[src/core/dmairq_defs.vh]
`ifndef DMAIRQ_DEFS_VH
`define DMAIRQ_DEFS_VH

// ==========================================================
// Geometry
`define DMAIRQ_NCH 8
`define DMAIRQ_AW 4
`define DMAIRQ_CNTW 16

// ==========================================================
// Register offsets (word index, byte address = 4 * index)
`define DMAIRQ_OFF_CTRL 4'h0
`define DMAIRQ_OFF_CHSEL 4'h1
`define DMAIRQ_OFF_COUNT 4'h2
`define DMAIRQ_OFF_FLAGS 4'h3
`define DMAIRQ_OFF_IRQSTAT 4'h4
`define DMAIRQ_OFF_IRQMASK 4'h5
`define DMAIRQ_OFF_REQS 4'h6

// ==========================================================
// Channel control register fields
`define DMAIRQ_CTRL_EN 0
`define DMAIRQ_CTRL_DONE_IE 1
`define DMAIRQ_CTRL_HALF_IE 2
`define DMAIRQ_CTRL_HALF 3
`define DMAIRQ_CTRL_DONE 4

// ==========================================================
// Reset values
`define DMAIRQ_RST_CTRL 5'h00
`define DMAIRQ_RST_COUNT 16'h0000
`define DMAIRQ_RST_MASK 16'h0000

`endif

[src/core/dmairq_gen.v]
// The implementer's own choices: strobed register access and the register addresses.
`timescale 1ns/1ns
`include "dmairq_defs.vh"

module dmairq_gen (
    input wire mclk,
    input wire rst_n,
    input wire [3:0] addr,
    input wire [31:0] wdata,
    input wire wr_en,
    input wire rd_en,
    output reg [31:0] rdata,
    input wire [7:0] xfer_beat,
    output wire [7:0] transfer_done_irq,
    output wire [7:0] half_done_irq,
    output wire [7:0] chan_top_is_done,
    output wire irq
);

    // ======================================================
    // Register decode
    wire wr_ctrl;
    wire wr_chsel;
    wire wr_cnt;
    wire wr_flg;
    wire wr_stat;
    wire wr_mask;

    assign wr_ctrl = wr_en && (addr == `DMAIRQ_OFF_CTRL);
    assign wr_chsel = wr_en && (addr == `DMAIRQ_OFF_CHSEL);
    assign wr_cnt = wr_en && (addr == `DMAIRQ_OFF_COUNT);
    assign wr_flg = wr_en && (addr == `DMAIRQ_OFF_FLAGS);
    assign wr_stat = wr_en && (addr == `DMAIRQ_OFF_IRQSTAT);
    assign wr_mask = wr_en && (addr == `DMAIRQ_OFF_IRQMASK);

    // ======================================================
    // Per-channel state, gathered from the channel engines
    wire [7:0] ch_en;
    wire [7:0] done_irq_enable;
    wire [7:0] half_irq_enable;
    wire [7:0] half_flag;
    wire [7:0] done_flag;
    wire [15:0] count [0:7];
    wire [15:0] moved [0:7];

    // ======================================================
    // Shared registers
    reg [2:0] chsel;
    reg [2:0] next_chsel;
    reg [15:0] irq_mask;
    reg [15:0] next_mask;
    reg [15:0] irq_stat;
    reg [15:0] next_stat;
    reg [15:0] ev_q;
    reg [31:0] next_rdata;
    wire [15:0] ev_raw;
    wire [15:0] rising;
    wire [4:0] sel_ctrl;
    wire [31:0] sel_count;

    // ======================================================
    // Request outputs
    // Requests are pure combinational gating so a cleared flag
    // drops its request in the same cycle the flag falls
    assign transfer_done_irq = done_flag & done_irq_enable;
    assign half_done_irq = half_flag & half_irq_enable;
    // Fixed in-channel ranking; no ordering across channels is
    // applied, that is left to the interrupt controller
    assign chan_top_is_done = transfer_done_irq;

    // ======================================================
    // Channel engines
    genvar g;
    generate
        for (g = 0; g < 8; g = g + 1) begin : g_ch
            reg en_r;
            reg done_ie_r;
            reg half_ie_r;
            reg half_r;
            reg done_r;
            reg [15:0] count_r;
            reg [15:0] moved_r;
            reg next_en;
            reg next_done_ie;
            reg next_half_ie;
            reg next_half;
            reg next_done;
            reg [15:0] next_count;
            reg [15:0] next_moved;
            wire sel;
            wire live;
            wire [15:0] nxt;
            wire [15:0] half_point;
            wire hit_half;
            wire hit_done;
            wire clr_half;
            wire clr_done;
            wire restart;

            assign sel = ({29'h0, chsel} == g);
            // Beats are ignored while the done flag stands, so an
            // overrun cannot move the count past its end
            assign live = en_r && xfer_beat[g] && !done_r;
            assign nxt = moved_r + 16'h0001;
            assign half_point = {1'b0, count_r[15:1]};
            assign hit_half = live && (nxt == half_point) &&
                (count_r > 16'h0001);
            assign hit_done = live && (nxt == count_r);
            assign restart = wr_ctrl && sel && wdata[`DMAIRQ_CTRL_EN] &&
                !en_r;
            assign clr_half = (wr_ctrl && sel && !wdata[`DMAIRQ_CTRL_HALF]) ||
                (wr_flg && !wdata[g + 8]);
            assign clr_done = (wr_ctrl && sel && !wdata[`DMAIRQ_CTRL_DONE]) ||
                (wr_flg && !wdata[g]);

            always @* begin
                next_en = en_r;
                next_done_ie = done_ie_r;
                next_half_ie = half_ie_r;
                if (wr_ctrl && sel) begin
                    next_en = wdata[`DMAIRQ_CTRL_EN];
                    next_done_ie = wdata[`DMAIRQ_CTRL_DONE_IE];
                    next_half_ie = wdata[`DMAIRQ_CTRL_HALF_IE];
                end
            end

            always @* begin
                next_count = count_r;
                next_moved = moved_r;
                if (wr_cnt && sel) begin
                    next_count = wdata[15:0];
                    next_moved = 16'h0000;
                end else if (restart) begin
                    next_moved = 16'h0000;
                end else if (live) begin
                    next_moved = nxt;
                end
            end

            // Set beats a same-cycle software clear
            always @* begin
                next_half = half_r;
                if (hit_half) begin
                    next_half = 1'b1;
                end else if (clr_half) begin
                    next_half = 1'b0;
                end
            end

            always @* begin
                next_done = done_r;
                if (hit_done) begin
                    next_done = 1'b1;
                end else if (clr_done) begin
                    next_done = 1'b0;
                end
            end

            always @(posedge mclk) begin
                if (!rst_n) begin
                    en_r <= 1'b0;
                    done_ie_r <= 1'b0;
                    half_ie_r <= 1'b0;
                end else begin
                    en_r <= next_en;
                    done_ie_r <= next_done_ie;
                    half_ie_r <= next_half_ie;
                end
            end

            always @(posedge mclk) begin
                if (!rst_n) begin
                    count_r <= `DMAIRQ_RST_COUNT;
                    moved_r <= 16'h0000;
                end else begin
                    count_r <= next_count;
                    moved_r <= next_moved;
                end
            end

            always @(posedge mclk) begin
                if (!rst_n) begin
                    half_r <= 1'b0;
                    done_r <= 1'b0;
                end else begin
                    half_r <= next_half;
                    done_r <= next_done;
                end
            end

            assign ch_en[g] = en_r;
            assign done_irq_enable[g] = done_ie_r;
            assign half_irq_enable[g] = half_ie_r;
            assign half_flag[g] = half_r;
            assign done_flag[g] = done_r;
            assign count[g] = count_r;
            assign moved[g] = moved_r;
        end
    endgenerate

    // ======================================================
    // Event status
    // Status bits latch request rises, so enabling a request whose
    // flag already stands also counts as an event
    assign ev_raw = {half_done_irq, transfer_done_irq};
    assign rising = ev_raw & ~ev_q;

    always @(posedge mclk) begin
        if (!rst_n) begin
            ev_q <= 16'h0000;
        end else begin
            ev_q <= ev_raw;
        end
    end

    always @* begin
        next_stat = irq_stat | rising;
        // Write-one-to-clear, new events win over the clear
        if (wr_stat) begin
            next_stat = (irq_stat & ~wdata[15:0]) | rising;
        end
    end

    always @(posedge mclk) begin
        if (!rst_n) begin
            irq_stat <= 16'h0000;
        end else begin
            irq_stat <= next_stat;
        end
    end

    // ======================================================
    // Channel select and mask
    always @* begin
        next_chsel = chsel;
        if (wr_chsel) begin
            next_chsel = wdata[2:0];
        end
    end

    always @* begin
        next_mask = irq_mask;
        if (wr_mask) begin
            next_mask = wdata[15:0];
        end
    end

    always @(posedge mclk) begin
        if (!rst_n) begin
            chsel <= 3'h0;
            irq_mask <= `DMAIRQ_RST_MASK;
        end else begin
            chsel <= next_chsel;
            irq_mask <= next_mask;
        end
    end

    // One level line for software; the per-channel requests above
    // are what the interrupt controller ranks
    assign irq = |(irq_stat & irq_mask);

    // ======================================================
    // Register read
    assign sel_ctrl = {done_flag[chsel], half_flag[chsel],
        half_irq_enable[chsel], done_irq_enable[chsel], ch_en[chsel]};
    assign sel_count = {moved[chsel], count[chsel]};

    always @* begin
        next_rdata = 32'h00000000;
        if (rd_en) begin
            case (addr)
                `DMAIRQ_OFF_CTRL: begin
                    next_rdata = {27'h0, sel_ctrl};
                end
                `DMAIRQ_OFF_CHSEL: begin
                    next_rdata = {29'h0, chsel};
                end
                `DMAIRQ_OFF_COUNT: begin
                    next_rdata = sel_count;
                end
                `DMAIRQ_OFF_FLAGS: begin
                    next_rdata = {16'h0, half_flag, done_flag};
                end
                `DMAIRQ_OFF_IRQSTAT: begin
                    next_rdata = {16'h0, irq_stat};
                end
                `DMAIRQ_OFF_IRQMASK: begin
                    next_rdata = {16'h0, irq_mask};
                end
                `DMAIRQ_OFF_REQS: begin
                    next_rdata = {16'h0, ev_raw};
                end
                default: begin
                    next_rdata = 32'h00000000;
                end
            endcase
        end
    end

    // Read data stand one cycle only; idle cycles read as zero
    always @(posedge mclk) begin
        if (!rst_n) begin
            rdata <= 32'h00000000;
        end else begin
            rdata <= next_rdata;
        end
    end

endmodule

[config.mk]
export PLATFORM = sky130hd
export DESIGN_NAME = dmairq_gen
export DESIGN_NICKNAME = d
export VERILOG_FILES = /design/src/core/dmairq_gen.v
export VERILOG_INCLUDE_DIRS = /design/src /design/src/core
export SDC_FILE = /design/constraint.sdc
export NUM_CORES = 1
export LEC_CHECK = 0
export BUFFER_PORTS_ARGS = -buffer_cell sky130_fd_sc_hd__buf_4
export CORE_MARGIN = 1.5
export CORE_UTILIZATION = 57
export CTS_CLUSTER_DIAMETER = 80
export DETAILED_ROUTE_END_ITERATION = 10
export PLACE_DENSITY = 0.77
export SYNTH_ARGS = -nofsm -noshare
export SYNTH_HDL_FRONTEND = slang
export SYNTH_SLANG_ARGS = --single-unit
[constraint.sdc]
create_clock -name mclk -period 2.6 [get_ports mclk]
set_clock_uncertainty 0.05 [all_clocks]
set_input_delay 0.26 -clock mclk [delete_from_list [all_inputs] [get_ports mclk]]
set_output_delay 0.26 -clock mclk [all_outputs]
set_load 0.05 [all_outputs]
==> impl_metrics.csv <==
group,metric,value,unit
detailed_routing,ant_nets,0,
sta,period_share,0.964,
floorplanning,start_util,0.578,
hold_path,worstHoldPathType,"primary input to flop",
power,power.internal,0.00973,W
worst_setup_path,crit_type,"flop to flop",
flow_run,drv_cap,0,
clock_network,root_buffer,"clkbuf_16",
sta,max_freq,0.399,GHz
power,power_density,449,mW/mm^2
worst_setup_path,cp.required,3.04,ns
sta,tightestPinTransition,0.727,ns
floorplanning,die_w,212,um
power,power_frac_seq,0.460,
detailed_routing,drtIter0Drc,3844,
grt,overflow,0,
sta,period_needed,2.51,ns
sta,holdWs,0.0349,ns
clock_network,cts.path.max_buffers,3,
yosys,synthDistinctLibCells,97,
detailed_routing,drt_first_pass_iters,6,
yosys,ys_ff_latch,379,
floorplanning,die_h,212,um
worst_setup_path,cp_max_fo,9,
power,power_frac_comb,0.036,
clock_network,cts_tree,"done",
clock_network,numCtsBuffers,43,
detailed_routing,wire_per_inst,24.6,um
power,p_sw,0.00295,W
clock_network,cts.sinks,379,
yosys,syn_nets,3002,
finish,drive_gt1_frac,0.171,
power,pwr-share-clk,0.504,
place,numPortBuffers,88,
sta,fin_tns_setup,0,ns
sta,finalHoldViolCount,0,
yosys,synthTopCellsByArea,"dfxtp_1 30%, xnor2_1 9.3%, mux4_2 6.7%",
yosys,synth_flop_cell,"dfxtp_1",
sta,setup_viol,0,
yosys,synth_edf_count,0,
detailed_routing,wl,89400,um
floorplanning,coreArea,0.0431,sq mm
yosys,async_flop_share,0,
power,swShare,0.233,
floorplanning,num_rows,76,
grt,grt_max_degree,76,
grt,grt_usage,0.397,
sta,rsz0062_at_grt,"no",
sta,maxSlewViolCount,0,
yosys,synth_top_area_share,0.305,
worst_setup_path,worstPathArrival,2.94,ns
clock_network,cts.htree.levels,2,
yosys,yosysTopAreaCell,"dfxtp_1",
power,max-vdd-ir-drop,0.406,mV
floorplanning,io_pins,105,
yosys,yosysWarningCount,0,
worst_setup_path,end_kind,"flop",
place,gp_congestion,1.06,
detailed_routing,drc,0,
grt,grt_pass1_vias,22100,
finish,area_growth,13.4,%
worst_setup_path,startpoint_type,"flop",
clock_network,worst_skew_pair.late_latency,0.58,ns
yosys,ys_seq_area_frac,0.305,
sta,relSlewSlack,0.510,
grt,grt_antenna_before_repair,2,
outcome,outcome,"finished clean",
yosys,postSynthCellCount,2945,
floorplanning,die_area,0.0449,sq mm
yosys,synth_area,0.0249,sq mm
grt,grt_pass1_wl,135000,um
detailed_routing,via_per_inst,6.56,
worst_setup_path,reg2reg_slack,0.09,ns
yosys,syn_area_per_cell,8.45,sq um
detailed_routing,vias,23800,
finish,nets,3075,
clock_network,clk_pin_slew,0.07,ns
power,p_leak,10.2,nW
place,hpwl,66000,um
## power by group through the flow
stage               Combinational, W  Clock (W)  Sequential, W
CTS                         0.000438    0.00641        0.00583
floorplan                   0.000250          0        0.00595
global placement            0.000423          0        0.00596
finish                      0.000461    0.00640        0.00583
global route                0.000468    0.00663        0.00583
detailed placement          0.000430          0        0.00596
## logic make-up (layout without fill, tap and decap cells)
logic type / Yosys count / count (layout) / synth area share
AND/OR/NAND/NOR: 1186 / 1186 / 0.242
AO/OA/AOI/OAI: 452 / 452 / 0.134
XOR/XNOR: 418 / 418 / 0.152
flip-flops: 379 / 379 / 0.305
buffers and inverters: 334 / 436 / 0.0576
multiplexers: 167 / 167 / 0.105
adder cells (fa/ha/maj): 9 / 9 / 0.00452
other: 0 / 1 / 0
## metrics by stage
| step | area (sq um) | std cells | worst slack (ns) | util | power, W |
|---|---|---|---|---|---|
| 2_1_floorplan | 24900 | 2945 | 0.168 | - | 0.00620 |
| 3_3_place_gp | 26700 | 3552 | 0.230 | 0.620 | 0.00638 |
| 3_5_place_dp | 26700 | 3552 | 0.177 | 0.620 | 0.00639 |
| 4_1_cts | 28200 | 3631 | 0.152 | 0.655 | 0.0127 |
| 5_1_grt | 28200 | 3632 | 0.00918 | 0.655 | 0.0129 |
| 6_report | 28200 | 3633 | 0.0926 | 0.655 | 0.0127 |
## metal layers
metal,vias to the layer above,global-route usage,share of wire
li1,10500,-,-
met1,11300,0.561,0.40
met2,1786,0.557,0.40
met3,327,0.0982,0.14
met4,0,0.201,0.056
met5,-,0,0
## placed cells by master (no fill, tap or decap), types with 10 or more instances in the layout
master,n
clkbuf_16,44
and3_1,36
a222oi_1,13
nor4_1,46
nor3_1,65
o2111ai_1,14
a21o_1,18
mux2i_1,74
o211ai_1,10
dfxtp_1,376
nor3b_1,11
nand3_1,109
a21oi_1,62
nand2b_1,17
nor2b_1,78
o211a_1,11
buf_4,307
a31oi_1,13
mux4_2,74
nand4_1,60
or4_1,17
and4_1,19
xnor2_1,264
o21ai_0,50
a22oi_1,26
nand2_1,368
a21boi_0,121
nand3b_1,15
inv_1,48
mux2_2,19
and2_1,25
xor2_1,146
o31ai_1,13
or3_1,17
nor2_1,246
a211oi_1,15
## critical path, cell delays in order, from the launching register on
cell	delay [ns]
dfxtp_1	0.58
nand4_2	0.37
nor4_4	0.36
buf_4	0.21
a21o_1	0.10
a221oi_1	0.09
a2111o_1	0.42
o31ai_1	0.23
## synth_stat cells (18+ instances only)
cell type	number
dfxtp_1	379
nand2_1	368
xnor2_1	264
nor2_1	246
clkbuf_1	168
xor2_1	146
a21boi_0	121
nand3_1	109
nor2b_1	79
mux2i_1	74
mux4_2	74
nor3_1	65
buf_2	64
a21oi_1	62
nand4_1	60
o21ai_0	50
inv_1	48
nor4_1	46
and3_1	36
buf_1	28
a22oi_1	26
and2_1	25
buf_4	22
and4_1	19
mux2_2	19
a21o_1	18
## worst paths after layout
check                                        start                   to  depth (start not counted)
worst min register to register         irq_mask[3]          irq_mask[3]                          2
worst max register to register  g_ch[5].moved_r[6]       g_ch[5].half_r                          7
worst min-delay path                     wdata[14]  g_ch[2].count_r[14]                          3
worst max-delay path            g_ch[5].moved_r[6]       g_ch[5].half_r                          7
## timing repair
action,CTS,global route
gates resized for setup,0,1
endpoints found under the hold margin,9,0
hold buffers,5,0
buffers inserted,0,1
endpoints found under the setup margin,0,1
## final cells by class
type / instances / area [sq um]
Timing Repair Buffer: 314 / 2390
Tap cell: 585 / 732
Sequential cell: 379 / 7600
Fill cell: 3575 / 14800
Clock inverter: 18 / 245
Clock buffer: 56 / 1210
Inverter: 48 / 180
Antenna cell: 1 / 2.50
Multi-Input combinational cell: 2232 / 15900
## flip-flops by register name (all words and copies together), names as in the netlist
register        flops
g_ch.count_r      128
g_ch.en_r           8
g_ch.done_ie_r      8
rdata              32
irq_stat           16
g_ch.half_r         8
chsel               3
ev_q               16
irq_mask           16
g_ch.done_r         8
g_ch.half_ie_r      8
g_ch.moved_r      128
Power figures use the tool's default switching activity.
